<file path="src/pkg/tcm_map.svh">
// register map, field positions and codes of the timer mode control block
//
// Behaviour
// - channel 0 codes 4..7 pick clock/2^10,8,6,4
// - channel 1 code 2 ovf, 3..7 divided clocks
// - channel 0 start clears counter and flag
// - channel 1 start clears counter and flag
// - enable low holds count, high counts
// - reset clears channel 0 and 1 registers
// - prohibited pulse code gives no count pulse
// - channel 1 mode 00 8-bit, 10 16-bit
// - channel 1 8-bit pairs channel 2 carrier
// - start bit alone restarts with present settings
// - start bit self-clears, writable on its own
`ifndef TCM_MAP_SVH
`define TCM_MAP_SVH

// ***********************************************
// register offsets
// ***********************************************
`define TCM_OFS_CH2 12'hF90
`define TCM_OFS_CH0 12'hFA0
`define TCM_OFS_CH1 12'hFA8
`define TCM_OFS_RESTART 12'hFB0

// ***********************************************
// field layout and reset values
// ***********************************************
`define TCM_REG_W 7
`define TCM_MODE_RST 7'h00
`define TCM_SEL_HI 6
`define TCM_SEL_LO 4
`define TCM_START 3
`define TCM_ENABLE 2
`define TCM_MSEL_HI 1
`define TCM_MSEL_LO 0
`define TCM_RS_CH0 0
`define TCM_RS_CH1 1
`define TCM_RS_CH2 2
`define TCM_RD_ZERO 8'h00
`define TCM_LOW2 2'h0

// ***********************************************
// count pulse codes and prescaler taps
// ***********************************************
`define TCM_SEL_OVF 3'h2
`define TCM_SEL_3 3'h3
`define TCM_SEL_4 3'h4
`define TCM_SEL_5 3'h5
`define TCM_SEL_6 3'h6
`define TCM_SEL_7 3'h7
`define TCM_TAP_4 4'h4
`define TCM_TAP_5 4'h5
`define TCM_TAP_6 4'h6
`define TCM_TAP_8 4'h8
`define TCM_TAP_10 4'hA
`define TCM_TAP_12 4'hC
`define TCM_TAP_NONE 4'h0
`define TCM_DIV_ONE 12'h001

// ***********************************************
// operation modes
// ***********************************************
`define TCM_MODE_8BIT 2'h0
`define TCM_MODE_16BIT 2'h2
`define TCM_MODE_CARRIER 2'h3

`endif

</file>
<file path="src/pkg/tcm_pkg.sv">
// types of the timer mode control block
`include "tcm_map.svh"
package tcm_pkg;

  // channel run state
  typedef enum logic {
    TCM_IDLE,
    TCM_RUN
  } tcm_run_t;

  // state of one channel sequencer
  typedef struct packed {
    tcm_run_t run;
    logic pulse;
    logic clear;
  } tcm_chan_st_t;

  // state of the mode register block
  typedef struct packed {
    logic [`TCM_REG_W-1:0] ch0;
    logic [`TCM_REG_W-1:0] ch1;
    logic [`TCM_REG_W-1:0] ch2;
    logic [11:0] div;
    logic [7:0] rdata;
  } tcm_top_st_t;

endpackage

</file>
<file path="src/rtl/tcm_top.sv">
// mode registers and count pulse selection of the three-channel timer
`timescale 1ns/10ps
`default_nettype none
module tcm_top
  import tcm_pkg::*;
#(
  parameter int DIV_W = 12
) (
  // clock and reset
  input wire logic i_clk,
  input wire logic i_rst_n,
  // register port
  input wire logic [11:0] i_addr,
  input wire logic [7:0] i_wdata,
  input wire logic i_wr,
  input wire logic i_rd,
  output logic [7:0] o_rdata,
  // channel 2 overflow event
  input wire logic i_ch2_ovf,
  // channel 0
  output logic o_ch0_pulse,
  output logic o_ch0_clear,
  output logic o_ch0_running,
  output logic o_ch0_sel_ok,
  // channel 1
  output logic o_ch1_pulse,
  output logic o_ch1_clear,
  output logic o_ch1_running,
  output logic o_ch1_sel_ok,
  output logic o_ch1_mode_ok,
  output logic o_ch1_cascade,
  output logic o_ch1_carrier,
  // channel 2
  output logic [1:0] o_ch2_mode,
  output logic [2:0] o_ch2_sel,
  output logic o_ch2_clear,
  output logic o_ch2_enable
);

  tcm_top_st_t s_q;
  tcm_top_st_t s_d;

  // ***********************************************
  // write decode
  // ***********************************************
  logic wr_ch0;
  logic wr_ch1;
  logic wr_ch2;
  logic wr_rs;
  logic set_start0;
  logic set_start1;
  logic set_start2;

  // alias lets software restart without a read-modify-write
  assign wr_ch0 = i_wr && (i_addr == `TCM_OFS_CH0);
  assign wr_ch1 = i_wr && (i_addr == `TCM_OFS_CH1);
  assign wr_ch2 = i_wr && (i_addr == `TCM_OFS_CH2);
  assign wr_rs = i_wr && (i_addr == `TCM_OFS_RESTART);
  assign set_start0 = (wr_ch0 && i_wdata[`TCM_START]) ||
                      (wr_rs && i_wdata[`TCM_RS_CH0]);
  assign set_start1 = (wr_ch1 && i_wdata[`TCM_START]) ||
                      (wr_rs && i_wdata[`TCM_RS_CH1]);
  assign set_start2 = (wr_ch2 && i_wdata[`TCM_START]) ||
                      (wr_rs && i_wdata[`TCM_RS_CH2]);

  // ***********************************************
  // field views
  // ***********************************************
  logic [2:0] sel0;
  logic [2:0] sel1;
  logic [1:0] msel1;
  logic [1:0] msel2;

  assign sel0 = s_q.ch0[`TCM_SEL_HI:`TCM_SEL_LO];
  assign sel1 = s_q.ch1[`TCM_SEL_HI:`TCM_SEL_LO];
  assign msel1 = s_q.ch1[`TCM_MSEL_HI:`TCM_MSEL_LO];
  assign msel2 = s_q.ch2[`TCM_MSEL_HI:`TCM_MSEL_LO];

  // ***********************************************
  // count pulse selection
  // ***********************************************
  logic [3:0] tap0;
  logic [3:0] tap1;
  logic vld0;
  logic vld1;
  logic ovf1;

  // channel 0 source table
  always_comb begin
    tap0 = `TCM_TAP_NONE;
    vld0 = 1'b1;
    case (sel0)
      `TCM_SEL_4: tap0 = `TCM_TAP_10;
      `TCM_SEL_5: tap0 = `TCM_TAP_8;
      `TCM_SEL_6: tap0 = `TCM_TAP_6;
      `TCM_SEL_7: tap0 = `TCM_TAP_4;
      default: vld0 = 1'b0;
    endcase
  end

  // channel 1 source table, code 2 chains on channel 2
  always_comb begin
    tap1 = `TCM_TAP_NONE;
    vld1 = 1'b1;
    ovf1 = 1'b0;
    case (sel1)
      `TCM_SEL_OVF: ovf1 = 1'b1;
      `TCM_SEL_3: tap1 = `TCM_TAP_5;
      `TCM_SEL_4: tap1 = `TCM_TAP_12;
      `TCM_SEL_5: tap1 = `TCM_TAP_10;
      `TCM_SEL_6: tap1 = `TCM_TAP_8;
      `TCM_SEL_7: tap1 = `TCM_TAP_6;
      default: vld1 = 1'b0;
    endcase
  end

  // prescaler taps: a tap fires when its low bits are all ones, once per 2^k
  logic [DIV_W-1:0] mask0;
  logic [DIV_W-1:0] mask1;
  logic tick0;
  logic tick1;

  // a tap of DIV_W wraps the shift to zero, giving an all-ones mask
  assign mask0 = (DIV_W'(`TCM_DIV_ONE) << tap0) - DIV_W'(`TCM_DIV_ONE);
  assign mask1 = (DIV_W'(`TCM_DIV_ONE) << tap1) - DIV_W'(`TCM_DIV_ONE);
  assign tick0 = vld0 && ((s_q.div[DIV_W-1:0] & mask0) == mask0);
  assign tick1 = vld1 && (ovf1 ? i_ch2_ovf :
                 ((s_q.div[DIV_W-1:0] & mask1) == mask1));

  // ***********************************************
  // register next state
  // ***********************************************
  // start bits live for one cycle; a new write in that cycle still sets
  always_comb begin
    s_d = s_q;
    s_d.div = s_q.div + `TCM_DIV_ONE;
    s_d.ch0[`TCM_START] = 1'b0;
    s_d.ch1[`TCM_START] = 1'b0;
    s_d.ch2[`TCM_START] = 1'b0;
    if (wr_ch0) begin
      // low two bits are kept at zero whatever software writes
      s_d.ch0 = {i_wdata[`TCM_SEL_HI:`TCM_ENABLE], `TCM_LOW2};
    end
    if (wr_ch1) begin
      s_d.ch1 = i_wdata[`TCM_REG_W-1:0];
    end
    if (wr_ch2) begin
      s_d.ch2 = i_wdata[`TCM_REG_W-1:0];
    end
    if (set_start0) begin
      s_d.ch0[`TCM_START] = 1'b1;
    end
    if (set_start1) begin
      s_d.ch1[`TCM_START] = 1'b1;
    end
    if (set_start2) begin
      s_d.ch2[`TCM_START] = 1'b1;
    end
    // read data stand for one cycle only
    s_d.rdata = `TCM_RD_ZERO;
    if (i_rd) begin
      case (i_addr)
        `TCM_OFS_CH0: s_d.rdata = {1'b0, s_q.ch0};
        `TCM_OFS_CH1: s_d.rdata = {1'b0, s_q.ch1};
        `TCM_OFS_CH2: s_d.rdata = {1'b0, s_q.ch2};
        default: s_d.rdata = `TCM_RD_ZERO;
      endcase
    end
  end

  // state register
  always_ff @(posedge i_clk or negedge i_rst_n) begin
    if (!i_rst_n) begin
      s_q.ch0 <= `TCM_MODE_RST;
      s_q.ch1 <= `TCM_MODE_RST;
      s_q.ch2 <= `TCM_MODE_RST;
      s_q.div <= '0;
      s_q.rdata <= `TCM_RD_ZERO;
    end else begin
      s_q <= s_d;
    end
  end

  // ***********************************************
  // channel sequencers
  // ***********************************************
  tcm_chan u_ch0 (
    .i_clk(i_clk),
    .i_rst_n(i_rst_n),
    .i_tick(tick0),
    .i_start(s_q.ch0[`TCM_START]),
    .i_enable(s_q.ch0[`TCM_ENABLE]),
    .o_pulse(o_ch0_pulse),
    .o_clear(o_ch0_clear),
    .o_running(o_ch0_running)
  );

  tcm_chan u_ch1 (
    .i_clk(i_clk),
    .i_rst_n(i_rst_n),
    .i_tick(tick1),
    .i_start(s_q.ch1[`TCM_START]),
    .i_enable(s_q.ch1[`TCM_ENABLE]),
    .o_pulse(o_ch1_pulse),
    .o_clear(o_ch1_clear),
    .o_running(o_ch1_running)
  );

  // ***********************************************
  // outputs
  // ***********************************************
  assign o_rdata = s_q.rdata;
  assign o_ch0_sel_ok = vld0;
  assign o_ch1_sel_ok = vld1;
  // prohibited mode codes are flagged, not repaired
  assign o_ch1_mode_ok = (msel1 == `TCM_MODE_8BIT) ||
                         (msel1 == `TCM_MODE_16BIT);
  assign o_ch1_cascade = (msel1 == `TCM_MODE_16BIT);
  assign o_ch1_carrier = (msel1 == `TCM_MODE_8BIT) &&
                         (msel2 == `TCM_MODE_CARRIER);
  assign o_ch2_mode = msel2;
  assign o_ch2_sel = s_q.ch2[`TCM_SEL_HI:`TCM_SEL_LO];
  assign o_ch2_clear = s_q.ch2[`TCM_START];
  assign o_ch2_enable = s_q.ch2[`TCM_ENABLE];

  // ***********************************************
  // checks
  // ***********************************************
  logic [3:0] cfg0;
  assign cfg0 = {sel0, s_q.ch0[`TCM_ENABLE]};

  AST_CH0_SEL: assert property (@(posedge i_clk) disable iff (!i_rst_n)
    o_ch0_pulse |-> $past(vld0) && $past(tick0))
    else $error("channel 0 pulse without a valid divided source");

  AST_CH1_OVF: assert property (@(posedge i_clk) disable iff (!i_rst_n)
    (o_ch1_pulse && ($past(sel1) == `TCM_SEL_OVF)) |-> $past(i_ch2_ovf))
    else $error("channel 1 pulse without channel 2 overflow");

  AST_CH0_CLR: assert property (@(posedge i_clk) disable iff (!i_rst_n)
    set_start0 |-> ##2 o_ch0_clear)
    else $error("channel 0 start did not clear");

  AST_CH1_CLR: assert property (@(posedge i_clk) disable iff (!i_rst_n)
    set_start1 |-> ##1 s_q.ch1[`TCM_START] ##1 (o_ch1_clear && o_ch1_running))
    else $error("channel 1 start did not clear and run");

  AST_HOLD: assert property (@(posedge i_clk) disable iff (!i_rst_n)
    !s_q.ch0[`TCM_ENABLE] |=> !o_ch0_pulse)
    else $error("channel 0 counted while halted");

  AST_RST_ZERO: assert property (@(posedge i_clk) disable iff (!i_rst_n)
    $rose(i_rst_n) |-> (s_q.ch0 == `TCM_MODE_RST) && (s_q.ch1 == `TCM_MODE_RST))
    else $error("mode registers not cleared by reset");

  AST_PROHIB: assert property (@(posedge i_clk) disable iff (!i_rst_n)
    !vld1 |=> !o_ch1_pulse)
    else $error("channel 1 pulse from prohibited code");

  AST_LOW_BITS: assert property (@(posedge i_clk) disable iff (!i_rst_n)
    wr_ch0 |=> (s_q.ch0[`TCM_MSEL_HI:`TCM_MSEL_LO] == `TCM_LOW2))
    else $error("channel 0 low bits not zero");

  AST_MODE16: assert property (@(posedge i_clk) disable iff (!i_rst_n)
    (wr_ch1 && (i_wdata[`TCM_MSEL_HI:`TCM_MSEL_LO] == `TCM_MODE_16BIT))
    |=> o_ch1_cascade && o_ch1_mode_ok)
    else $error("channel 1 16-bit mode not taken");

  AST_CARRIER: assert property (@(posedge i_clk) disable iff (!i_rst_n)
    (wr_ch2 && !wr_ch1 &&
     (i_wdata[`TCM_MSEL_HI:`TCM_MSEL_LO] == `TCM_MODE_CARRIER) &&
     (msel1 == `TCM_MODE_8BIT))
    |=> o_ch1_carrier)
    else $error("carrier pairing not flagged");

  AST_RESTART: assert property (@(posedge i_clk) disable iff (!i_rst_n)
    (wr_rs && i_wdata[`TCM_RS_CH0]) |=> s_q.ch0[`TCM_START] && (cfg0 == $past(cfg0)))
    else $error("restart changed channel 0 settings");

  AST_SELFCLR: assert property (@(posedge i_clk) disable iff (!i_rst_n)
    (s_q.ch1[`TCM_START] && !set_start1) |=> !s_q.ch1[`TCM_START])
    else $error("channel 1 start bit did not self-clear");

  AST_BIT7: assert property (@(posedge i_clk) disable iff (!i_rst_n)
    i_rd |=> !o_rdata[`TCM_REG_W])
    else $error("bit 7 read as one");

  COV_CH0_PULSE: cover property (@(posedge i_clk) disable iff (!i_rst_n)
    set_start0 ##[1:40] o_ch0_pulse);
  COV_CH1_OVF: cover property (@(posedge i_clk) disable iff (!i_rst_n)
    o_ch1_pulse && ($past(sel1) == `TCM_SEL_OVF));
  COV_CARRIER: cover property (@(posedge i_clk) disable iff (!i_rst_n)
    $rose(o_ch1_carrier));
  COV_RESTART: cover property (@(posedge i_clk) disable iff (!i_rst_n)
    wr_rs ##2 o_ch1_clear);

endmodule // tcm_top
`default_nettype wire

</file>
<file path="src/rtl/tcm_chan.sv">
// one channel sequencer: start, run state and gated count pulse
`timescale 1ns/10ps
`default_nettype none
module tcm_chan
  import tcm_pkg::*;
(
  // clock and reset
  input wire logic i_clk,
  input wire logic i_rst_n,
  // control
  input wire logic i_tick,
  input wire logic i_start,
  input wire logic i_enable,
  // status
  output logic o_pulse,
  output logic o_clear,
  output logic o_running
);

  tcm_chan_st_t s_q;
  tcm_chan_st_t s_d;

  // ***********************************************
  // next state
  // ***********************************************
  // the start cycle itself gives no pulse so the cleared counter starts clean
  always_comb begin
    s_d = s_q;
    s_d.clear = i_start;
    case (s_q.run)
      TCM_IDLE: begin
        if (i_start) begin
          s_d.run = TCM_RUN;
        end
      end
      TCM_RUN: begin
        s_d.run = TCM_RUN;
      end
      default: begin
        s_d.run = TCM_IDLE;
      end
    endcase
    // enable low halts and holds the count
    s_d.pulse = (s_q.run == TCM_RUN) && !i_start && i_enable && i_tick;
  end

  // state register
  always_ff @(posedge i_clk or negedge i_rst_n) begin
    if (!i_rst_n) begin
      s_q <= '{run: TCM_IDLE, pulse: 1'b0, clear: 1'b0};
    end else begin
      s_q <= s_d;
    end
  end

  assign o_pulse = s_q.pulse;
  assign o_clear = s_q.clear;
  assign o_running = (s_q.run == TCM_RUN);

endmodule // tcm_chan
`default_nettype wire

</file>
<file path="config.mk">
export PLATFORM = sky130hd
export DESIGN_NAME = tcm_top
export DESIGN_NICKNAME = d
export VERILOG_FILES = /design/src/pkg/tcm_pkg.sv /design/src/rtl/tcm_top.sv /design/src/rtl/tcm_chan.sv
export VERILOG_INCLUDE_DIRS = /design/src /design/src/pkg
export SDC_FILE = /design/constraint.sdc
export NUM_CORES = 1
export LEC_CHECK = 0
export ABC_AREA = 1
export CAP_MARGIN = 5
export CORE_ASPECT_RATIO = 0.8
export CORE_MARGIN = 5
export CORE_UTILIZATION = 42
export CTS_BUF_LIST = sky130_fd_sc_hd__clkbuf_8
export CTS_CLUSTER_DIAMETER = 40
export CTS_CLUSTER_SIZE = 40
export DETAILED_ROUTE_END_ITERATION = 7
export DONT_BUFFER_PORTS = 1
export GPL_ROUTABILITY_DRIVEN = 0
export MAX_ROUTING_LAYER = met4
export PLACE_DENSITY = 0.69
export REMOVE_ABC_BUFFERS = 1
export SLEW_MARGIN = 0
export SYNTH_ARGS = -nofsm -noshare
export SYNTH_HDL_FRONTEND = slang
export SYNTH_SLANG_ARGS = --single-unit
</file>
<file path="constraint.sdc">
create_clock -name i_clk -period 1.3 [get_ports i_clk]
set_input_delay 0.13 -clock i_clk [delete_from_list [all_inputs] [get_ports i_clk]]
set_output_delay 0.13 -clock i_clk [all_outputs]
set_load 0.02 [all_outputs]
</file>
* Word level (Yosys, flattened, before mapping) *
Index checks and enable logic that the tools add are counted.

word-level totals
  register bits = 45
  latch bits = 0
  memory bits (writable) = 0
  memory bits (read-only) = 0
  input bits = 25
  output and inout port bits = 26
  logic and storage cells = 87
  memories kept = 0

operators by class
  add/subtract/negate cells = 3
  $mul = 0
  div/mod/pow operators = 0
  $lt $le $gt $ge = 0
  equality and inequality tests = 18
  shifts and indexed selects = 2
  multiplexer cells = 18
  bitwise gates (word level) = 4
  reduce and logical (&&, ||, !) cells = 28

operator list
  cell                                                                   number
  12-bit equality test, second input constant                            4
  12-bit bitwise AND                                                     2
  12-bit equality test                                                   2
  3-bit equality test, second input constant                             8
  1-bit by 4-bit << shifter with 12-bit output, first input constant     2
  12-bit by 1-bit subtractor with 12-bit output, second input constant   2
  7-bit one-hot mux with 3 select lines                                  1
  4-bit one-hot mux with 5 select lines                                  1
  1-bit logical AND                                                      19
  4-bit one-hot mux with 4 select lines                                  1
  12-bit by 1-bit adder with 12-bit output, second input constant        1
  4-bit two-way mux                                                      3
  1-bit two-way mux                                                      9
  7-bit two-way mux                                                      1
  3-bit by 2-bit equality test with 1-bit output, second input constant  2
  6-bit OR reduction                                                     1
  2-bit equality test, second input constant                             2
  1-bit logical OR                                                       4
  1-bit one-hot mux with 2 select lines                                  2
  4-bit OR reduction                                                     1
  1-bit zero test                                                        2
  2-bit zero test                                                        1
  1-bit NOT                                                              2

* Logic depth before layout (Yosys ltp) *
Gate-level depths: netlist (run 1).

  depth in word-level cells = 9
  gate-level depth with buffers = 11
  mapped depth without buffers = 11

* By module *
A second synthesis (run 1) with hierarchy kept.

unflattened totals
  cell total of the unflattened synthesis = 267
  area, all modules = 2297.2 um^2

modules (own cells, without submodules)
  module    times used  cells an instance  area each (um^2)  seq. area each (um^2)
  tcm_top   1           251                2104.5            950.9
  tcm_chan  2           8                  96.3              75.1

* Least setup slack after synthesis (run 1) *
OpenSTA, ideal clock, no wires.

  path kind = register to register
  start = reg s_q[32] in the netlist's numbering
  end = reg u_ch1.s_q (netlist bit u_ch1.o_pulse)
  library setup time = 0.117 ns
  arrival = 1.285 ns
  required time = 1.183 ns
  path slack = -0.101 ns
  stages on the path, launching flop included = 9
  buffers on the path = 0
  clock period less this slack = 1.401 ns
  cell sequence = dfrtp_1 > nand2_1 > nand2_1 > ha_1 > or2_2 > nand4_1 > nor2_1 > nor2_1 > nor2_1

RTL lines
  element               line            RTL
  from (decl)           tcm_top.sv:40   tcm_top_st_t s_q;
  to (signal assigned)  tcm_chan.sv:50  s_q <= '{run: TCM_IDLE, pulse: 1'b0, clear: 1'b0};
  to (decl)             tcm_chan.sv:20  tcm_chan_st_t s_q;

* Final worst setup path (run 1) *
  start = reg s_q (netlist bit o_ch2_mode[1])
  end = out o_ch1_carrier

between the ends
  cells in the longest elaborated chain, start to end = 2

RTL lines
  element                               line            RTL
  2-bit equality test (no source line)  --
  1-bit logical AND                     tcm_top.sv:219  assign o_ch1_carrier = (msel1 == `TCM_MODE_8BIT) &&
  to (decl)                             tcm_top.sv:32   output logic o_ch1_carrier,

Every way passes these cells.

==> results of run 1 <==
==> logic make-up (layout without fill, tap and decap cells) <==
logic type,Yosys count,count (layout)
AO/OA/AOI/OAI,18,18
other,2,2
buffers and inverters,45,74
adder cells (fa/ha/maj),2,2
XOR/XNOR,10,10
AND/OR/NAND/NOR,144,144
flip-flops,44,44
==> sequential cells by signal, summed over array words and instances (netlist names) <==
| signal | cells |
|---|---|
| s_q | 18 |
| o_rdata | 7 |
| cfg0 | 4 |
| o_ch2_sel | 3 |
| msel1 | 2 |
| o_ch2_mode | 2 |
| o_ch2_clear | 1 |
| o_ch2_enable | 1 |
| u_ch0.o_clear | 1 |
| u_ch0.o_pulse | 1 |
| u_ch0.o_running | 1 |
| u_ch1.o_clear | 1 |
| u_ch1.o_pulse | 1 |
| u_ch1.o_running | 1 |
==> power by group through the flow <==
stage | Combinational, W | Sequential (W) | Clock [W]
5_1_grt | 0.000164 | 0.00138 | 0.000880
3_5_place_dp | 0.0000759 | 0.00140 | 0
6_report | 0.000146 | 0.00138 | 0.000796
3_3_place_gp | 0.0000738 | 0.00140 | 0
2_1_floorplan | 0.0000486 | 0.00140 | 0
4_1_cts | 0.000144 | 0.00137 | 0.000816
==> worst max-delay path, stage by stage (launching register included) <==
cell,delay [ns]
dfrtp_1,0.37
inv_2,0.06
nor4_2,0.33
buf_4,0.20
==> routing by layer <==
metal / track usage / part of all wire / vias up
met2: 0.219 / 0.45 / 71
met1: 0.229 / 0.44 / 848
met4: 0.0505 / 0.014 / 0
met3: 0.0529 / 0.089 / 6
met5: - / 0 / -
li1: - / - / 891
==> metrics by stage <==
step                worst slack [ns]  cell area (um2)  hold WS [ns]   util  cells
floorplan                     -0.184             2090        -0.166      -    247
detailed placement           -0.0691             2370        -0.164  0.468    336
CTS                          -0.0183             2600        0.0256  0.513    356
finish                       -0.0874             2640        0.0361  0.521    356
global route                  -0.140             2640        0.0246  0.521    356
global placement             -0.0257             2370        -0.164  0.468    336
==> path summary, 6_finish.rpt <==
kind,from,end,slack [ns],cells after the start
worst max-delay path,o_ch2_mode[1]$_DFFE_PN0P_,o_ch1_carrier,-0.09,3
worst min register to register,s_q[37]$_DFF_PN0_,u_ch0.o_clear$_DFF_PN0_,0.42,0
worst max register to register,s_q[32]$_DFFE_PN0P_,u_ch1.o_pulse$_DFF_PN0_,-0.02,11
worst min-delay path,i_rd,o_rdata[0]$_DFF_PN0_,0.04,2
min in group asynchronous,i_rst_n,u_ch0.o_pulse$_DFF_PN0_,0.30,2
max in group asynchronous,i_rst_n,s_q[10]$_DFF_PN0_,0.79,2
==> layout by cell type (no fill, tap or decap), types with 3 or more instances in the layout <==
cell,synthesis,layout
nand2_1,65,61
nor2_2,1,3
dfrtp_1,44,44
dlygate4sd3_1,0,8
nor3_1,3,3
clkbuf_8,0,5
nand2_2,2,5
o21ai_0,12,12
nand3_2,2,5
o21ai_1,3,3
nor2_1,31,29
inv_1,25,23
nand4_1,19,19
nand3_1,11,8
xor2_1,6,6
buf_4,15,31
inv_2,2,5
xnor2_1,4,4
==> final cells by class <==
type | count | area, um2 | area share
flip-flops and latches | 44 | 1100 | 0.418
multi-input cells | 176 | 946 | 0.359
repair buffers | 40 | 333 | 0.126
inverters | 27 | 101 | 0.0384
well taps | 62 | 77.6 | 0.0294
clock buffers | 5 | 68.8 | 0.0261
clock inverters | 2 | 8.76 | 0.00332
==> what timing repair did <==
| item | in CTS | in global routing |
|---|---|---|
| endpoints found under the setup margin | 3 | 7 |
| hold endpoints to repair | 63 | 0 |
| gates cloned | 0 | 0 |
| resized for setup | 6 | 12 |
| setup buffers | 4 | 0 |
| pin swaps | 7 | 7 |
| hold buffers | 9 | 0 |
==> metrics.csv, run 1 <==
metric,value,unit
status,"complete, but fails checks",
violations,setup timing,
cts_buffer_depth,2,
async_flop_share,1.00,
synth_mux_area_frac,0,
coreArea,5060,um2
cts_tree,built,
critPathArrivalTime,1.26,ns
wl,5.40,mm
sw_frac_of_total,0.230,
antenna_cells,0,
io_buffers,0,
clock_power_share,0.344,
synth_top_cell_by_area,dfrtp_1,
ant_nets,0,
io_pins,51,
yosysMostFrequentCell,nand2_1,
dp_hpwl,3.88,mm
dieHeight,75.0,um
yosysTopAreaCellShare,0.497,
root_buffer,clkbuf_8,
critPathKind,reg2out,
irDropWorstVdd,0.608,mV
worstSetupStartpointType,flop,
drv_slew,0,
finalPower,0.00232,W
clock_latency,0.29,ns
yosys.area_share.simple,0.304,
rows,23,
critPathMaxFanout,2,
syn_to_final_growth,19.0,%
synth_ff_type,dfrtp_1,
synth_fa_ha_area_frac,0.0113,
fmax,0.721,GHz
timing.final.crit_share,1.07,
synthXorXnorAreaFrac,0.0395,
synth-seq-cells,44,
drive_above_1_share,0.224,
seqPwrFrac,0.593,
dr.pass1.iters,4,
fin_worst_skew,0.00898,ns
drtIter0Drc,134,
numCtsBuffers,5,
grt_pass1_vias,1712,
p_leak,1.34,nW
setup_viol,2,
synthesis.instances,265,
netlist_area,2220,um2
antenna_found_initial,0,
cell_internal_pwr,0.00178,W
start_util,0.437,
switchingPower,0.000533,W
layout_setup_ws,-0.0874,ns
synth_common_cells,"nand2_1, dfrtp_1, nor2_1",
hold_violations,0,
seq_area_frac_synth,0.497,
track_usage,0.162,
die_w,91.2,um
maxCapViolations,0,
power_density,879,nW/um2
synth.yosys.warnings,0,
fill_cells,463,
grt_max_degree,45,
grt_pass1_wl,8.45,mm
dieArea,6840,um2
fin_tns_setup,-0.110,ns
synth_area_leaders,"dfrtp_1, nand2_1, nand4_1",
synth_top_family_by_area,simple AND/OR/NAND/NOR gates,
synth-edff-count,0,
hp-class,in2reg,
timing.final.crit_period,1.39,ns
clock-sinks,44,
drc,0,
clk_pin_slew,0.08,ns
overflow,0,
combPwrFrac,0.063,
syn_area_per_cell,8.36,um2
synth_cell_types,28,
synth-compound-area-share,0.0418,
required,1.17,ns
fin_nets,321,
cts.htree.levels,2,
viasPerCell,5.10,
num_vias,1816,
drt-wirelength-per-cell,15.2,um
rsz0062_at_grt,true,
endpoint_kind,primary output,
Power figures use the tool's default switching activity.
==> run 2: changes to the inputs <==
REMOVE_ABC_BUFFERS = not set   (was 1)
==> run 2 against run 1 <==
The flow still finishes with violations (setup timing). Sequential power hardly changed. Design area is 0.47% higher. Cell count is 0.56% lower. Flip-flop and latch count stayed put. Critical path depth is 5 higher. Die area stayed put. Combinational power hardly changed. Core utilization is 0.25 points higher. Routed wire length is 2.1% lower. Maximum frequency is 2.7% higher. Worst setup slack better by 0.036 ns. Non-clock buffer count is 3 lower. Critical path type is now reg2reg.
==> metrics.csv, run 2 (synthesized netlist as in run 1, its figures left out) <==
metric,value,unit,change
drt-wirelength-per-cell,14.9,um,-1.6%
overflow,0,,unchanged
drtIter0Drc,175,,+31%
worstSetupStartpointType,flop,,
num_vias,1836,,+1.1%
maxCapViolations,0,,unchanged
viasPerCell,5.19,,+1.7%
coreArea,5060,um2,unchanged
timing.final.crit_share,1.04,,-0.0278
final_common_cell,nand2_1,,
drive_above_1_share,0.219,,-0.00531
required,1.50,ns,+0.33 ns
p_leak,1.34,nW,+0.19%
rsz0062_at_grt,true,,
clock_latency,0.30,ns,about the same
io_pins,51,,unchanged
status,"complete, but fails checks",,
grt_pass1_vias,1793,,+4.7%
clock-sinks,44,,unchanged
drv_slew,0,,unchanged
tightest_slew,0.530,ns,
critPathMaxFanout,2,,unchanged
antenna_found_initial,0,,unchanged
timing.final.crit_period,1.35,ns,-0.0361 ns
design_area,2650,um2,+0.47%
fin_worst_skew,0.00922,ns,+0.000238 ns
relSlewSlack,0.643,,
hold_violations,0,,unchanged
critPathArrivalTime,1.55,ns,+0.29 ns
clk_pin_slew,0.09,ns,about the same
irDropWorstVdd,0.514,mV,-15%
layout_setup_ws,-0.0513,ns,+0.0361 ns
numCtsBuffers,5,,unchanged
cts_tree,built,,
root_buffer,clkbuf_8,,
wl,5.28,mm,-2.1%
antenna_cells,0,,unchanged
start_util,0.437,,unchanged
io_buffers,0,,unchanged
critPathKind,reg2reg,,
endpoint_kind,flop,,
fmax,0.740,GHz,+2.7%
hp-class,in2reg,,
fin_nets,318,,-0.93%
dr.pass1.iters,4,,unchanged
synth_nets,292,,
dieHeight,75.0,um,unchanged
dp_cells,333,,-0.89%
largest_register_ffs,18,,unchanged
die_w,91.2,um,unchanged
ant_nets,0,,unchanged
cts_buffer_depth,2,,unchanged
holdWs,0.0208,ns,-0.0153 ns
cts.htree.levels,2,,unchanged
drc,0,,unchanged
power_density,964,nW/um2,+9.6%
dieArea,6840,um2,unchanged
final_cell_mix,"nand2_1, dfrtp_1, nor2_1, buf_4, inv_1",,
rows,23,,unchanged
setup_viol,1,,-1
regMostFlops,s_q,,
grt_max_degree,45,,unchanged
dpl_cell_area,2350,um2,-0.95%
instances_no_fill,354,,-0.56%
track_usage,0.166,,+0.00389
grt_pass1_wl,8.67,mm,+2.5%
syn_to_final_growth,19.5,%,
dp_hpwl,3.82,mm,-1.6%
violations,setup timing,,
[run 2: cell count changes in the layout (fill, tap and decap cells not counted), sizes merged]
cell,before,now
buf,32,29
bufinv,0,1
[run 2: worst paths after layout]
path / slack, ns / to / startpoint / cells after the start
worst max-delay path: -0.05 / u_ch1.o_pulse$_DFF_PN0_ / s_q[31]$_DFFE_PN0P_ / 8
worst min-delay path: 0.02 / s_q[37]$_DFF_PN0_ / i_wdata[0] / 2
worst max register to register: -0.05 / u_ch1.o_pulse$_DFF_PN0_ / s_q[31]$_DFFE_PN0P_ / 8
worst min register to register: 0.45 / u_ch0.o_clear$_DFF_PN0_ / s_q[37]$_DFF_PN0_ / 0
max in group asynchronous: 0.79 / cfg0[1]$_DFFE_PN0P_ / i_rst_n / 2
min in group asynchronous: 0.32 / s_q[31]$_DFFE_PN0P_ / i_rst_n / 2
[run 2: timing repair]
action / CTS / global route
resized for setup: 3 / 15
hold buffers: 9 / 0
setup endpoints to repair: 3 / 7
setup buffers: 1 / 3
endpoints found under the hold margin: 63 / 0
pin swaps: 3 / 12
[run 2: critical path: stages (launching register included)]
cell,delay [ns]
dfrtp_1,0.38
nand2_2,0.09
nand2_4,0.09
ha_4,0.20
or2_4,0.23
nand4_1,0.07
nor2_1,0.05
nor2_1,0.09
nor2_1,0.05
[run 2: per-stage QoR]
stage | total power (W) | utilization | setup TNS [ns] | setup slack [ns]
6_report | 0.00255 | 0.523 | -0.0513 | -0.0513
5_1_grt | 0.00265 | 0.523 | -0.127 | -0.101
4_1_cts | 0.00257 | 0.509 | -0.0319 | -0.0271
3_5_place_dp | 0.00147 | 0.463 | -0.0581 | -0.0581
3_3_place_gp | 0.00147 | 0.463 | -0.0310 | -0.0310
2_1_floorplan | 0.00146 | - | 0 | 0.0683
[run 2: metal layers]
metal | wire length (um) | global-route usage | share of wire
met4 | 117 | 0.0651 | 0.022
met1 | 2520 | 0.230 | 0.48
met3 | 382 | 0.0490 | 0.072
met2 | 2260 | 0.229 | 0.43
met5 | 0 | - | 0
[run 2: area by class of cell]
cell class,count,area [um2]
Inverter,27,104
Multi-Input combinational cell,176,941
Tap cell,62,77.6
Timing Repair Buffer,37,318
Clock buffer,5,68.8
Clock inverter,3,38.8
Fill cell,466,2420
Sequential cell,44,1100
[run 2: power breakdown]
group | internal, W | switching (W)
Clock | 0.000563 | 0.000470
Sequential | 0.00137 | 0.00000386
Combinational | 0.0000551 | 0.0000909
